## src/core/oec_defines.vh

```
// constants for the operand encoding conventions block
`ifndef OEC_DEFINES_VH
`define OEC_DEFINES_VH
`define OEC_SZ_BYTE     2'h0
`define OEC_SZ_WORD     2'h1
`define OEC_SZ_LONG     2'h2
`define OEC_EA_REG_LAST 5'h07
`define OEC_IO_LAST     24'h0000ff
`define OEC_IMM_SIGN    3'h7
`define OEC_BANK_LSB    5'h10
`define OEC_FL_KEEP     2'h0
`define OEC_FL_UPD      2'h1
`define OEC_FL_SET      2'h2
`define OEC_FL_CLR      2'h3
`define OEC_RMW_IDLE    2'h0
`define OEC_RMW_READ    2'h1
`define OEC_RMW_WRITE   2'h2
`endif

```

## src/core/oec_operand_core.v

```verilog
// operand formatting, addressing and read-modify-write sequencing
// Overview of operation
// RULE1: byte operations use only low 8 bits of acc_low_half.
// RULE2: word operations use the full 16-bit acc_low_half.
// RULE3: long operations join both halves, low half as low-order part.
// RULE4: acc_high_half holds the upper 16 bits of the accumulator.
// RULE5: short immediate is sign-extended from 8 to 16 bits.
// RULE6: short I/O form reaches only 000000h to 0000FFh, ignoring banks.
// RULE7: small vector selects 0 to 15, large vector 0 to 255.
// RULE8: ea codes 00 to 07 are registers, 08 to 1F memory.
// RULE9: physical address bits 0-15 are offset, 16-23 bank.
// RULE10: active stack pointer and bank follow user or system selection.
// RULE11: read-modify-write reads, processes and writes back one location.
// RULE12: software avoids read-modify-write on read/write-asymmetric addresses.
// RULE13: each flag is updated, set, cleared or kept per instruction.
`timescale 1ns/1ps
module oec_operand_core (
	input  wire        ref_clk,       // 50 MHz clock
	input  wire        sys_rst,       // async reset, active high
	input  wire [1:0]  opSize,        // byte/word/long
	input  wire [31:0] accIn,         // accumulator value
	input  wire [7:0]  shortImm,      // 8-bit immediate
	input  wire [7:0]  ioOffset,      // short I/O offset
	input  wire [3:0]  smallVector,   // 4-bit vector operand
	input  wire [7:0]  largeVector,   // 8-bit vector operand
	input  wire        vectorIsLarge, // selects the 8-bit vector
	input  wire [4:0]  eaCode,        // effective-address code
	input  wire [23:0] physAddr,      // physical direct address
	input  wire        stackSys,      // system stack selected
	input  wire [15:0] userSp,        // user stack pointer
	input  wire [15:0] sysSp,         // system stack pointer
	input  wire [7:0]  userBank,      // user stack bank
	input  wire [7:0]  sysBank,       // system stack bank
	input  wire        rmwStart,      // start read-modify-write
	input  wire [23:0] rmwAddr,       // its memory address
	input  wire [15:0] rmwAddend,     // value added to the operand
	input  wire [15:0] memRdata,      // memory read data
	input  wire        memAck,        // memory access done
	input  wire [4:0]  flagsIn,       // current N Z V C T
	input  wire [9:0]  flagCtl,       // per-flag action
	input  wire [4:0]  resultFlags,   // flags from result
	output reg  [31:0] accOperand_q,  // formatted accumulator operand
	output reg  [15:0] accHigh_q,     // upper accumulator half
	output reg  [15:0] immExt_q,      // sign-extended immediate
	output reg  [23:0] ioAddr_q,      // short I/O address
	output reg  [7:0]  vectorNum_q,   // selected vector number
	output reg         eaIsReg_q,     // ea is register direct
	output reg         eaIsMem_q,     // ea is memory
	output reg  [15:0] physOffset_q,  // in-bank offset
	output reg  [7:0]  physBank_q,    // bank number
	output reg  [15:0] activeSp_q,    // active stack pointer
	output reg  [7:0]  stackBank_q,   // current stack bank
	output reg         memRd_q,       // memory read request
	output reg         memWr_q,       // memory write request
	output reg  [23:0] memAddr_q,     // memory address
	output reg  [15:0] memWdata_q,    // memory write data
	output reg         rmwDone_q,     // one-cycle completion pulse
	output reg  [4:0]  flagsOut_q     // updated flags
);
`include "oec_defines.vh"
	// sequencer states, binary coded
	localparam [1:0] RMW_IDLE  = `OEC_RMW_IDLE;
	localparam [1:0] RMW_READ  = `OEC_RMW_READ;
	localparam [1:0] RMW_WRITE = `OEC_RMW_WRITE;
	// number of status flags handled by the flag unit
	localparam       NFLAG     = 5;

	// sequencer state and its next values
	reg  [1:0]  state_q;
	reg  [1:0]  state_d;
	reg  [15:0] data_q;
	reg  [15:0] data_d;
	reg         memRd_d;
	reg         memWr_d;
	reg  [23:0] memAddr_d;
	reg  [15:0] memWdata_d;
	reg         rmwDone_d;

	// next values of the decode outputs
	reg  [31:0] accOperand_d;
	reg  [15:0] accHigh_d;
	reg  [15:0] immExt_d;
	reg  [23:0] ioAddr_d;
	reg  [7:0]  vectorNum_d;
	reg         eaIsReg_d;
	reg         eaIsMem_d;
	reg  [15:0] physOffset_d;
	reg  [7:0]  physBank_d;
	reg  [15:0] activeSp_d;
	reg  [7:0]  stackBank_d;
	wire [4:0]  flagsOut_d;

	// widen an 8-bit value by copying its sign bit
	function [15:0] signExtend8;
		input [7:0] value;
		begin
			signExtend8 = {{8{value[`OEC_IMM_SIGN]}}, value};
		end
	endfunction

	// true when the ea code names a register rather than memory
	function isRegEa;
		input [4:0] code;
		begin
			isRegEa = (code <= `OEC_EA_REG_LAST);
		end
	endfunction

	// 16-bit add that wraps; the carry is dropped on purpose
	function [15:0] wrapAdd16;
		input [15:0] a;
		input [15:0] b;
		reg   [16:0] sum;
		begin
			sum       = {1'b0, a} + {1'b0, b};
			wrapAdd16 = sum[15:0];
		end
	endfunction

	// operand width from the size code; code 3 is undefined and acts as word
	always @* begin
		accOperand_d = {16'h0000, accIn[15:0]};
		case (opSize)
			`OEC_SZ_BYTE: accOperand_d = {24'h000000, accIn[7:0]};    // [RULE1]
			`OEC_SZ_WORD: accOperand_d = {16'h0000, accIn[15:0]};     // [RULE2]
			`OEC_SZ_LONG: accOperand_d = {accIn[31:16], accIn[15:0]}; // [RULE3]
			default:      accOperand_d = {16'h0000, accIn[15:0]};
		endcase
	end

	// field decode for immediates, addresses, vectors and stack selection
	always @* begin
		accHigh_d    = accIn[31:16];                                 // [RULE4]
		immExt_d     = signExtend8(shortImm);                        // [RULE5]
		// bank registers play no part, so the short form cannot leave the page
		ioAddr_d     = {16'h0000, ioOffset} & `OEC_IO_LAST;          // [RULE6]
		vectorNum_d  = vectorIsLarge ? largeVector : {4'h0, smallVector}; // [RULE7]
		eaIsReg_d    = isRegEa(eaCode);                              // [RULE8]
		eaIsMem_d    = ~isRegEa(eaCode);                             // [RULE8]
		physOffset_d = physAddr[15:0];                               // [RULE9]
		physBank_d   = physAddr[`OEC_BANK_LSB +: 8];                 // [RULE9]
		activeSp_d   = stackSys ? sysSp : userSp;                    // [RULE10]
		stackBank_d  = stackSys ? sysBank : userBank;                // [RULE10]
	end

	// per-flag action select
	oec_flag_unit #(.NFLAG(NFLAG)) i_oec_flag_unit (
		.flagsIn  (flagsIn),
		.resultIn (resultFlags),
		.flagCtl  (flagCtl),
		.flagsOut (flagsOut_d)
	);

	// decode results registered so every output leaves a flip-flop
	always @(posedge ref_clk or posedge sys_rst) begin
		if (sys_rst) begin
			accOperand_q <= 32'h00000000;
			accHigh_q    <= 16'h0000;
			immExt_q     <= 16'h0000;
			ioAddr_q     <= 24'h000000;
			vectorNum_q  <= 8'h00;
			eaIsReg_q    <= 1'b0;
			eaIsMem_q    <= 1'b0;
			physOffset_q <= 16'h0000;
			physBank_q   <= 8'h00;
			activeSp_q   <= 16'h0000;
			stackBank_q  <= 8'h00;
			flagsOut_q   <= 5'h00;
		end else begin
			accOperand_q <= accOperand_d;
			accHigh_q    <= accHigh_d;
			immExt_q     <= immExt_d;
			ioAddr_q     <= ioAddr_d;
			vectorNum_q  <= vectorNum_d;
			eaIsReg_q    <= eaIsReg_d;
			eaIsMem_q    <= eaIsMem_d;
			physOffset_q <= physOffset_d;
			physBank_q   <= physBank_d;
			activeSp_q   <= activeSp_d;
			stackBank_q  <= stackBank_d;
			flagsOut_q   <= flagsOut_d;   // [RULE13]
		end
	end

	// read-modify-write next state; address latched once so the write hits the same spot
	always @* begin
		state_d    = state_q;
		data_d     = data_q;
		memRd_d    = memRd_q;
		memWr_d    = memWr_q;
		memAddr_d  = memAddr_q;
		memWdata_d = memWdata_q;
		rmwDone_d  = 1'b0;
		case (state_q)
			RMW_IDLE: begin
				// only the idle state looks at start, so a start while busy is ignored
				if (rmwStart) begin
					memAddr_d = rmwAddr;   // [RULE11]
					data_d    = rmwAddend;
					memRd_d   = 1'b1;
					state_d   = RMW_READ;
				end
			end
			RMW_READ: begin
				if (memAck) begin
					memRd_d    = 1'b0;
					memWr_d    = 1'b1;
					memWdata_d = wrapAdd16(memRdata, data_q); // [RULE11]
					state_d    = RMW_WRITE;
				end
			end
			RMW_WRITE: begin
				if (memAck) begin
					memWr_d   = 1'b0;
					rmwDone_d = 1'b1;      // [RULE11]
					state_d   = RMW_IDLE;
				end
			end
			default: begin
				memRd_d = 1'b0;
				memWr_d = 1'b0;
				state_d = RMW_IDLE;
			end
		endcase
	end

	// sequencer registers
	always @(posedge ref_clk or posedge sys_rst) begin
		if (sys_rst) begin
			state_q    <= RMW_IDLE;
			memRd_q    <= 1'b0;
			memWr_q    <= 1'b0;
			memAddr_q  <= 24'h000000;
			memWdata_q <= 16'h0000;
			data_q     <= 16'h0000;
			rmwDone_q  <= 1'b0;
		end else begin
			state_q    <= state_d;
			memRd_q    <= memRd_d;
			memWr_q    <= memWr_d;
			memAddr_q  <= memAddr_d;
			memWdata_q <= memWdata_d;
			data_q     <= data_d;
			rmwDone_q  <= rmwDone_d;
		end
	end
endmodule

```

## src/core/oec_flag_unit.v

```verilog
// per-flag update selector for five status flags
`timescale 1ns/1ps
module oec_flag_unit #(
	parameter NFLAG = 5
) (
	input  wire [NFLAG-1:0]   flagsIn,   // current flags
	input  wire [NFLAG-1:0]   resultIn,  // flags derived from result
	input  wire [2*NFLAG-1:0] flagCtl,   // two-bit action per flag
	output reg  [NFLAG-1:0]   flagsOut   // new flags
);
`include "oec_defines.vh"
	integer i;
	// exactly one action per flag
	always @* begin
		flagsOut = flagsIn;
		for (i = 0; i < NFLAG; i = i + 1) begin
			case (flagCtl[2*i +: 2])
				`OEC_FL_UPD: flagsOut[i] = resultIn[i]; // [RULE13]
				`OEC_FL_SET: flagsOut[i] = 1'b1;         // [RULE13]
				`OEC_FL_CLR: flagsOut[i] = 1'b0;         // [RULE13]
				default: flagsOut[i] = flagsIn[i];       // [RULE13]
			endcase
		end
	end
endmodule

```

## config.mk

```make
export PLATFORM = sky130hd
export DESIGN_NAME = oec_operand_core
export DESIGN_NICKNAME = d
export VERILOG_FILES = /design/src/core/oec_operand_core.v /design/src/core/oec_flag_unit.v
export VERILOG_INCLUDE_DIRS = /design/src /design/src/core
export SDC_FILE = /design/constraint.sdc
export NUM_CORES = 1
export LEC_CHECK = 0
export BUFFER_PORTS_ARGS = -buffer_cell sky130_fd_sc_hd__buf_2
export CORE_AREA = 2 2 160 162
export CTS_CLUSTER_SIZE = 16
export DETAILED_ROUTE_END_ITERATION = 7
export DIE_AREA = 0 0 162 164
export GPL_TIMING_DRIVEN = 0
export PLACE_DENSITY = 0.55
export RECOVER_POWER = 50
export SLEW_MARGIN = 20
export SYNTH_ARGS = -nofsm -noshare
export SYNTH_HDL_FRONTEND = slang
export SYNTH_HIERARCHICAL = 1
export SYNTH_SLANG_ARGS = --single-unit
```

## constraint.sdc

```tcl
create_clock -name ref_clk -period 6.1 [get_ports ref_clk]
set_input_delay 0.305 -clock ref_clk [delete_from_list [all_inputs] [get_ports ref_clk]]
set_output_delay 0.305 -clock ref_clk [all_outputs]
set_load 0.05 [all_outputs]
```

======== Yosys cells after proc, flatten, opt, wreduce, memory -nomap -nowiden ========
Cells that the tools add are included.
storage, ports and cells
  word-level logic and storage cells ...... 72
  register bits after elaboration ......... 188
  bits of input ports ..................... 221
  output and inout port bits .............. 194
operators by class
  mux-type cells .......................... 20
  equality and inequality tests ........... 21
  reduce and logical (&&, ||, !) cells .... 7
  $add $sub $neg .......................... 1
  bitwise operators ....................... 3
  magnitude comparators ................... 1
operator list
  operator            number
  $pmux 32 s2         1
  $eq 2x2->1 const B  12
  $pmux 1 s3          7
  $add 16x16->16      1
  $mux 16             1
  $mux 8              2
  $eq 2x1->1 const B  6
  $reduce_and 3->1    3
  $mux 2              3
  $ne 2x2->1 const B  3
  $pmux 2 s3          1
  $le 5x3->1 const B  1
  $mux 1              5
  $logic_not 2->1     2
  $reduce_and 2->1    2
  $not 1->1           3

======== Logic depth before layout (Yosys ltp) ========
Gate-level depths: netlist of the first run.
  word-level depth ........................ 3
  gate-level depth with buffers ........... 7
  depth with buffers taken out ............ 7

======== Modules after synthesis ========
The synthesis of the first run kept the hierarchy.
by module, submodules not included
  module            area each (um^2)  seq. area each (um^2)  times used  cells each
  oec_operand_core  6902.9            4704.5                 1           481
  oec_flag_unit     96.3              0.0                    1           15

======== Worst setup path before layout of the first run ========
Ideal clock, no wire load.
  path type ............................... register -> register
  start ................................... register data_q[0]
  end ..................................... register memWdata_q[12]
  data required time ...................... 5.976 ns
  cell stages (with the launch flop) ...... 8
  period minus slack after synthesis ...... 2.208 ns
  arrival time ............................ 2.084 ns
  library setup time ...................... 0.124 ns
  setup slack ............................. 3.892 ns
  buffers on the path ..................... 0
  cells stage by stage .................... dfrtp_1 -> ha_1 -> fa_1 -> a21o_1 -> a311oi_2 -> o21ai_0 -> a22o_1 -> a211o_1
on the way
  cells in the longest elaborated chain, start to end .. 1
RTL lines
  element                 RTL line                source
  start, declared         oec_operand_core.v:71   reg [15:0] data_q;
  start signal, assigned  oec_operand_core.v:243  data_q <= data_d;
  $add 16x16->16          oec_operand_core.v:115  sum = {1'b0, a} + {1'b0, b};
  end signal, assigned    oec_operand_core.v:242  memWdata_q <= memWdata_d;
  end, declared           oec_operand_core.v:56   output reg [15:0] memWdata_q,
Every way passes these cells.
A chain may end at the register's enable or synchronous reset.

==> flow_summary.ini, run 1 <==
[status]
outcome = finished, violations left
violations = max-capacitance violations, max-slew violations

[setup_path]
cp-start-kind = primary input
cp_slowest_cell = clkinvlp_2
critical_path_class = in2async
crit_path_end_kind = asynchronous set/reset pin
cp.arrival_ns = 3.29
worstPathRequired_ns = 5.93
worstPathCellList = dlygate4sd3_1 > buf_2 > clkinvlp_2
crit_fanout = 91
slowest_delay_ns = 2.23

[worst_hold_path]
hold_class = in2reg

[placement]
dpl.hpwl_um = 15400
io_buffers = 393
place_congestion = 0.810
placed_area_mm2 = 0.00947

[floorplanning]
die_height_um = 164
dieArea_mm2 = 0.0266
initial_core_util = 0.282
row_count = 58
ios = 415
fp.dieW_um = 162
design.core.area_mm2 = 0.0248

[power_and_ir_drop]
p_leak_nw = 5.22
p_per_area_mw_per_mm2 = 428
peakVddDrop_v = 0.000207
power_mw = 4.54

[route]
wl_per_cell_um = 15.0
vias_per_cell = 4.15
drt_pre_antenna_iters = 4
route.vias.total = 5535
drt.antenna.violating_nets = 0
drcViolationCount = 0
drtIter0Drc = 202
wirelength_um = 20000

[global_routing]
grt_pass1_vias = 5698
grt_use_total = 0.147
grt.overflow.total = 0
antenna_found_initial = 2
grt_pass1_wl_um = 30200
grt_max_degree = 99

[logic_synthesis]
synth_edf_count = 0
netlist_instances = 496
synth_warnings = 6
netlist_area_mm2 = 0.00700
ys_types = 49
syn_area_per_cell_um2 = 14.1
ys.flop_type = dfrtp_1
ys_seq_area_frac = 0.672
synth_seq_cells = 188
synthArstFlopShare = 1.00

[finish]
final_area_mm2 = 0.0106
final_core_utilization = 0.427
drive_above_1_share = 0.459
fill_cells = 2408
seq_area_mm2 = 0.00470
nNetsFinal = 1225
multiInputGateArea_mm2 = 0.00208
area_growth_pct = 51.5

[sta]
tightest_slew_ns = 4.03
min_period_over_period = 0.567
rsz0062_at_grt = no
skew_ns = 0.0118
timing.fmax_ghz = 0.289
setup_viol = 0
relSlewSlack = -1.70
fin_crit_ns = 3.46
final_hold_viol_count = 0
slew_violations = 91

[cts]
cts_buffer_depth = 2
cts_buffers = 17
root_buffer = clkbuf_16
cts_tree = built
insertion_delay_ns = 0.42
ctsResizeCount = 0
clock-sinks = 188
cts_htree_levels = 4
clk_pin_slew_ns = 0.07

[job]
maxCapViolCount = 1
## area by class of cell
class / instances / area share
clock inverter: 14 / 0.0150
inverter: 6 / 0.00224
sequential: 188 / 0.444
buffer: 37 / 0.0230
tap: 330 / 0.0389
timing repair buffer: 458 / 0.240
multi-input combinational: 280 / 0.196
antenna: 2 / 0.000472
clock buffer: 18 / 0.0405
## routing by layer
metal,share of wire,GRT usage,up-vias
li1,-,-,2637
met1,0.39,0.171,2649
met2,0.52,0.255,226
met3,0.073,0.0480,23
met4,0.018,0.0523,0
met5,0,0,-
## placed cells by master (no fill, tap or decap), types with 3 or more instances in the layout
cell | Yosys | layout
buf_2 | 4 | 326
conb_1 | 1 | 16
nand3_1 | 6 | 6
clkinv_8 | 0 | 5
buf_4 | 24 | 24
dfrtp_1 | 188 | 188
a21oi_1 | 20 | 20
o211ai_1 | 3 | 3
and2_1 | 21 | 10
nor2_1 | 14 | 14
inv_6 | 0 | 5
nand3b_1 | 3 | 3
nor2b_1 | 9 | 9
a21o_1 | 4 | 4
nand2_1 | 33 | 33
xnor2_1 | 4 | 4
o21ai_0 | 20 | 20
clkbuf_1 | 8 | 79
xor2_1 | 5 | 5
inv_1 | 6 | 5
and2_0 | 0 | 11
ha_1 | 15 | 15
nor3_1 | 7 | 7
dlygate4sd3_1 | 0 | 64
clkbuf_16 | 0 | 17
mux2_2 | 68 | 67
## path summary, 6_finish.rpt
kind | endpoint | cells past startpoint | slack [ns] | from
max | accOperand_q[25] | 3 | 2.64 | sys_rst
min | eaIsReg_q | 2 | 0.04 | eaCode[4]
max reg2reg | memWdata_q[12] | 7 | 3.55 | data_q[0]
min reg2reg | memWdata_q[5] | 2 | 0.48 | memWdata_q[5]
max in group ref_clk | memWdata_q[12] | 7 | 3.55 | data_q[0]
min in group asynchronous | memAddr_q[18] | 3 | 1.62 | sys_rst
## critical path: cells and delay by family
kind,cells,cell delay (ns)
buffers and inverters,3,2.88
## synth_stat cells (all sizes together) (6+ instances only)
cell type    n  share of area
nand2       33          0.018
inv          6         0.0032
dfrtp      188           0.67
nor2        14         0.0075
mux2        68           0.11
and2        22          0.020
ha          15          0.027
clkbuf       9         0.0063
nand3        6         0.0043
buf         28          0.029
o21ai       20          0.014
nor2b        9         0.0080
a21oi       20          0.014
nor3         7         0.0050
## timing repair
action,4_1_cts,5_1_grt
endpoints found under the hold margin,80,0
buffers inserted,0,0
hold buffers,64,0
## stage by stage
stage               setup slack, ns  setup TNS [ns]  hold WS (ns)  std cells
finish                         2.64               0        0.0367       1333
global route                   1.92               0        0.0181       1333
CTS                            3.56               0       0.00665       1331
detailed placement             3.53               0         0.414       1235
global placement              -1.62         -301.03         0.412       1234
floorplan                     0.681               0         0.336        511
## power by group
group / leakage, nW / internal [mW] / switching [mW]
clock network: 0.286 / 0.550 / 0.539
logic: 2.69 / 0.586 / 1.25
registers: 2.24 / 1.49 / 0.120
## flip-flops by register name, summed over array words and instances (netlist names), 8 cells and up
signal,cells
stackBank_q,8
accHigh_q,16
immExt_q,8
memAddr_q,24
ioAddr_q,8
physBank_q,8
physOffset_q,16
activeSp_q,16
accOperand_q,32
data_q,16
vectorNum_q,8
memWdata_q,16
## logic make-up after synthesis
family	share of synthesized area
DFF	0.672
and+or+nand+nor	0.0803
muxes	0.111
AOI/OAI and AO/OA	0.0572
buffers and inverters	0.0381
adders and majority gates	0.0297
xor gates and xnor gates	0.0113
other	0.000536
No activity file was read; power rests on OpenSTA's default activity.
==> inputs of run 2 (changes only) <==
--- a/config.mk
+++ b/config.mk
@@ -6,11 +6,12 @@
 export SDC_FILE = /design/constraint.sdc
 export NUM_CORES = 1
 export LEC_CHECK = 0
+export ABC_AREA = 1
 export BUFFER_PORTS_ARGS = -buffer_cell sky130_fd_sc_hd__buf_2
-export CORE_AREA = 2 2 160 162
+export CORE_AREA = 2 2 162 164
 export CTS_CLUSTER_SIZE = 16
 export DETAILED_ROUTE_END_ITERATION = 7
-export DIE_AREA = 0 0 162 164
+export DIE_AREA = 0 0 164 166
 export GPL_TIMING_DRIVEN = 0
 export PLACE_DENSITY = 0.55
 export RECOVER_POWER = 50
==> constraint.sdc (replaced) <==
create_clock -name ref_clk -period 3.3 [get_ports ref_clk]
set_input_delay 0.165 -clock ref_clk [delete_from_list [all_inputs] [get_ports ref_clk]]
set_output_delay 0.165 -clock ref_clk [all_outputs]
set_load 0.05 [all_outputs]
==> run 2 against run 1 <==
The flow still finishes with violations (max-capacitance violations, max-slew violations). Non-clock buffer count rose by 134. Largest cell class unchanged. Die area rose by 2.5%. Total power rose by 90%. Count of clock-buffer cells in the layout did not move. Clock skew rose by 0.0033 ns. Final cell count rose by 26%. Area after synthesis rose by 3.8%. Synthesized cell count rose by 43%. Highest routed layer is now met5. Routed wire length rose by 19%.
==> flow_summary.ini, run 2 <==
[finish]
area_growth_pct = 69.3
drive_above_1_share = 0.367
reg.largest.list = accOperand_q: 32 flops, memAddr_q: 24 flops
fin_cells = 1680
top_register = accOperand_q
final_core_utilization = 0.480
nNetsFinal = 1567
largest_register_ffs = 32
final_common_cell = buf_2
final_cell_mix = buf_2, nand2_1, dlygate4sd3_1

[floorplanning]
ios = 415
initial_core_util = 0.284
dieArea_mm2 = 0.0272
die_height_um = 166
row_count = 59
fp.dieW_um = 164
design.core.area_mm2 = 0.0256

[route]
drtIter0Drc = 288
wirelength_um = 23800
drt_pre_antenna_iters = 4
drt.antenna.violating_nets = 0
drcViolationCount = 0
route.vias.total = 6759
wl_per_cell_um = 14.2
vias_per_cell = 4.02

[status]
violations = max-capacitance violations, max-slew violations
outcome = finished, violations left

[placement]
place_inst = 1457
place_congestion = 0.827
dpl.hpwl_um = 17300
io_buffers = 393
dp_slack_ns = 1.47

[sta]
final_hold_viol_count = 0
fin_crit_ns = 2.11
min_period_over_period = 0.640
setup_viol = 0
relSlewSlack = -0.0863
setup_tns_ns = 0
timing.fmax_ghz = 0.474
skew_ns = 0.0151
tightest_slew_ns = 1.63
slew_violations = 27
fin_ws_ns = 1.19
rsz0062_at_grt = no

[global_routing]
antenna_found_initial = 4
grt_pass1_vias = 7319
grt_pass1_wl_um = 36900
grt_max_degree = 36
grt.overflow.total = 0
grt_use_total = 0.175

[logic_synthesis]
synth_top_area_share = 0.648
synth_top_area_cell = dfrtp_1
netlist_area_mm2 = 0.00726
synth_warnings = 6
synth_edf_count = 0
synthTopCellsByArea = dfrtp_1, nand2_1, mux2_2
synth_most_common_cell = nand2_1
synthArstFlopShare = 1.00
synth_common_cells = nand2_1, dfrtp_1, inv_1
syn_area_per_cell_um2 = 10.3
synth_seq_cells = 188
ys.flop_type = dfrtp_1
ys_types = 30
ys_seq_area_frac = 0.648
netlist_instances = 707

[setup_path]
cp-start-kind = primary input
cp.arrival_ns = 2.35
critical_path_class = in2async
regToRegSetupSlack_ns = 1.46
crit_path_end_kind = asynchronous set/reset pin
crit_fanout = 27
worstPathRequired_ns = 3.53

[power_and_ir_drop]
comb_power_share = 0.415
peakVddDrop_v = 0.000360
intPower_mw = 4.84
p_clk_frac = 0.240
seqPwrFrac = 0.345
p_sw_frac = 0.437
p_sw_mw = 3.77
p_leak_nw = 6.74
p_per_area_mw_per_mm2 = 700

[cts]
cts_tree = built
cts_hold_buf = 189
cts_htree_levels = 4
clock-sinks = 188
insertion_delay_ns = 0.43
postCtsSetupBuffers = 0
root_buffer = clkbuf_16
clk_pin_slew_ns = 0.08
cts_buffer_depth = 2
ctsResizeCount = 0
cts_buffers = 17

[job]
maxCapViolCount = 1

[worst_hold_path]
hold_class = in2reg
-- run 2: cell count changes after synthesis, sizes merged, moves of 10 or more --
cell | previous run | this run
a21oi | 20 | 8
and2 | 22 | 2
buf | 28 | 38
inv | 6 | 83
mux2 | 68 | 28
nand2 | 33 | 246
nand3 | 6 | 24
nor2 | 14 | 43
-- run 2: cells by family (layout without fill, tap and decap cells) --
group / after synthesis / count (layout) / synth area share
xor+xnor: 4 / 4 / 0.00482
other cells: 1 / 18 / 0.000516
simple gates: 327 / 327 / 0.182
flops: 188 / 188 / 0.648
buf+inv: 123 / 744 / 0.0784
mux: 28 / 28 / 0.0434
compound gates: 20 / 20 / 0.0146
fa+ha+maj: 16 / 16 / 0.0286
-- run 2: path summary, 6_finish.rpt --
check,start,endpoint,cells after the start
max,sys_rst,ioAddr_q[5],4
min,memRdata[0],memWdata_q[0],4
max reg2reg,data_q[0],memWdata_q[14],10
min reg2reg,memAddr_q[0],memAddr_q[0],2
max in group ref_clk,data_q[0],memWdata_q[14],10
min in group asynchronous,sys_rst,immExt_q[6],3
-- run 2: area by class of cell --
| cell class | count | area (µm²) |
|---|---|---|
| fillers | 2345 | 13300 |
| flip-flops and latches | 188 | 4700 |
| repair buffers | 589 | 3960 |
| multi-input cells | 411 | 2040 |
| clock buffers | 18 | 429 |
| well taps | 335 | 419 |
| inverters | 83 | 313 |
| plain buffers | 40 | 258 |
| clock inverters | 14 | 161 |
| diodes | 2 | 5.00 |
-- run 2: critical path: stages --
cell,delay (ns)
dlygate4sd3_1,0.55
buf_2,0.13
clkinvlp_2,0.26
clkbuf_1,1.21
-- run 2: power by group through the flow --
stage	registers (mW)	logic, mW	clock network (mW)
2_1_floorplan	4.20	1.30	0
3_3_place_gp	3.01	3.36	0
3_5_place_dp	3.01	3.41	0
4_1_cts	2.97	3.62	2.14
5_1_grt	3.03	3.90	2.23
6_report	2.97	3.57	2.06
-- run 2: layer usage --
layer / track usage / routed length (µm) / vias to the layer above
met5: 0 / 27 / -
met2: 0.320 / 12500 / 247
met3: 0.0639 / 1920 / 42
li1: - / - / 3360
met4: 0.0549 / 535 / 4
met1: 0.185 / 8820 / 3106
-- run 2: metrics by stage --
step	hold WS (ns)	total power, mW	instance area (µm²)
final	0.0739	8.61	12300
after global routing	0.0779	9.15	12300
after CTS	0.0456	8.73	12300
after detailed placement	0.129	6.43	9860
after global placement	0.272	6.37	9710
after floorplan	0.196	5.50	7320
==> inputs of run 3 (changes only) <==
==> constraint.sdc (replaced) <==
create_clock -name ref_clk -period 2.1 [get_ports ref_clk]
set_input_delay 0.105 -clock ref_clk [delete_from_list [all_inputs] [get_ports ref_clk]]
set_output_delay 0.105 -clock ref_clk [all_outputs]
set_load 0.05 [all_outputs]
==> run 3 against run 2 <==
Worst setup slack got worse by 0.94 ns. Die area did not move. Non-clock buffer count rose by 7. Worst hold slack got worse by 0.045 ns. Total power rose by 57%. Register-to-register slack got worse by 1.2 ns. Count of clock-buffer cells in the layout did not move. Sequential share of layout area fell by 0.11 points. Final cell count rose by 0.42%. Flip-flop and latch count did not move. Core utilization rose by 0.14 points. The run now ends clean.
==> flow_summary.ini, run 3 (synthesized netlist as in run 2, its figures left out) <==
[sta]
tightest_slew_ns = 0.833
setup_viol = 0
skew_ns = 0.0151
setup_tns_ns = 0
relSlewSlack = 0.444
fin_crit_ns = 1.85
final_hold_viol_count = 0
fin_ws_ns = 0.249
min_period_over_period = 0.881
timing.fmax_ghz = 0.540
rsz0062_at_grt = no
slew_violations = 0

[worst_hold_path]
hold_class = in2reg
whs_path_depth = 3

[setup_path]
cp_num_cells = 10
cp_slowest_cell = fa_1
critPathTopFamily = simple AND/OR/NAND/NOR gates
crit_fanout = 4
reg2reg_depth = 10
worstPathCellList = ha_1 > fa_1 > nand2_1 > nand2_1 > nand3_1 > nand2_1 > nand2_1 > nand3_1 > nand3_1 > nand2_1
cpMostUsedCell = nand2_1
crit_path_end_kind = flop
worstPathRequired_ns = 2.41
cp.arrival_ns = 2.17
cp-start-kind = flop
slowest_delay_ns = 0.42
crit_buf_inv = 0
critical_path_class = reg2reg
regToRegSetupSlack_ns = 0.25

[finish]
area_growth_pct = 69.8
nNetsFinal = 1574
final_core_utilization = 0.481
final_cell_mix = buf_2, nand2_1, dlygate4sd3_1
fin_cells = 1687
top_register = accOperand_q
fill_cells = 2340
reg.largest.list = accOperand_q: 32 flops, memAddr_q: 24 flops
seq_area_mm2 = 0.00470
final_common_cell = buf_2
largest_register_ffs = 32
multiInputGateArea_mm2 = 0.00204
drive_above_1_share = 0.367

[global_routing]
grt.overflow.total = 0
grt_max_degree = 36
antenna_found_initial = 4
grt_pass1_wl_um = 37100
grt_use_total = 0.175
grt_pass1_vias = 7368

[floorplanning]
ios = 415
fp.dieW_um = 164
initial_core_util = 0.284
die_height_um = 166
dieArea_mm2 = 0.0272
design.core.area_mm2 = 0.0256
row_count = 59

[cts]
root_buffer = clkbuf_16
cts_tree = built
cts_buffer_depth = 2
cts_htree_levels = 4
clock-sinks = 188
cts_buffers = 17
clk_pin_slew_ns = 0.08
insertion_delay_ns = 0.43

[power_and_ir_drop]
p_leak_nw = 6.76
power_mw = 13.5
p_per_area_mw_per_mm2 = 1100
peakVddDrop_v = 0.000567

[route]
drt_pre_antenna_iters = 4
drtIter0Drc = 283
wirelength_um = 23800
drcViolationCount = 0
vias_per_cell = 4.03
route.vias.total = 6806
wl_per_cell_um = 14.1
drt.antenna.violating_nets = 0

[placement]
dp_slack_ns = 0.268
place_inst = 1457
io_buffers = 393
dpl.hpwl_um = 17300
place_congestion = 0.827

[job]
maxCapViolCount = 0

[status]
outcome = finished clean
-- run 3: cell count changes in the layout (fill, tap and decap cells not counted), sizes merged --
cell,change
dlygate4sd3,+7
clkbuf,+2
buf,-2
-- run 3: worst min-delay path, cell delays in order --
cell and delay, ns:
buf_2 0.09, nor2_1 0.11, nor2_1 0.11
-- run 3: worst paths after layout --
path	startpoint	endpoint
worst min-delay path	opSize[1]	accOperand_q[13]
max in group asynchronous	sys_rst	memAddr_q[23]
min in group asynchronous	sys_rst	immExt_q[6]
worst max-delay path	data_q[0]	memWdata_q[14]
worst min register to register	memAddr_q[0]	memAddr_q[0]
worst max register to register	data_q[0]	memWdata_q[14]
-- run 3: stage by stage --
stage	area (µm²)	hold slack (ns)
floorplan	7320	0.136
CTS	12400	0.00210
global placement	9710	0.212
detailed placement	9860	0.0695
global route	12300	0.0212
finish	12300	0.0290
-- run 3: final cells by class --
cell class / instances / share of cell area
Sequential cell: 188 / 0.381
Tap cell: 335 / 0.0340
Timing Repair Buffer: 596 / 0.324
Antenna cell: 2 / 0.000406
Multi-Input combinational cell: 411 / 0.166
Clock inverter: 14 / 0.0131
Clock buffer: 18 / 0.0348
Buffer: 40 / 0.0209
Inverter: 83 / 0.0254
-- run 3: repair_timing --
action,in CTS,in global routing
gates resized for setup,0,0
hold buffers,196,0
endpoints found under the hold margin,258,0
buffers inserted,0,0
-- run 3: power breakdown --
part           total [mW]  internal, mW  switching [mW]
sequential           4.67          4.32           0.353
combinational        5.62          1.68            3.94
clock                3.24          1.62            1.63
total                13.5          7.61            5.92
-- run 3: layer usage --
layer,track usage,share of wire
met5,0,0.0011
met4,0.0530,0.021
met3,0.0637,0.079
met2,0.323,0.53
met1,0.185,0.37
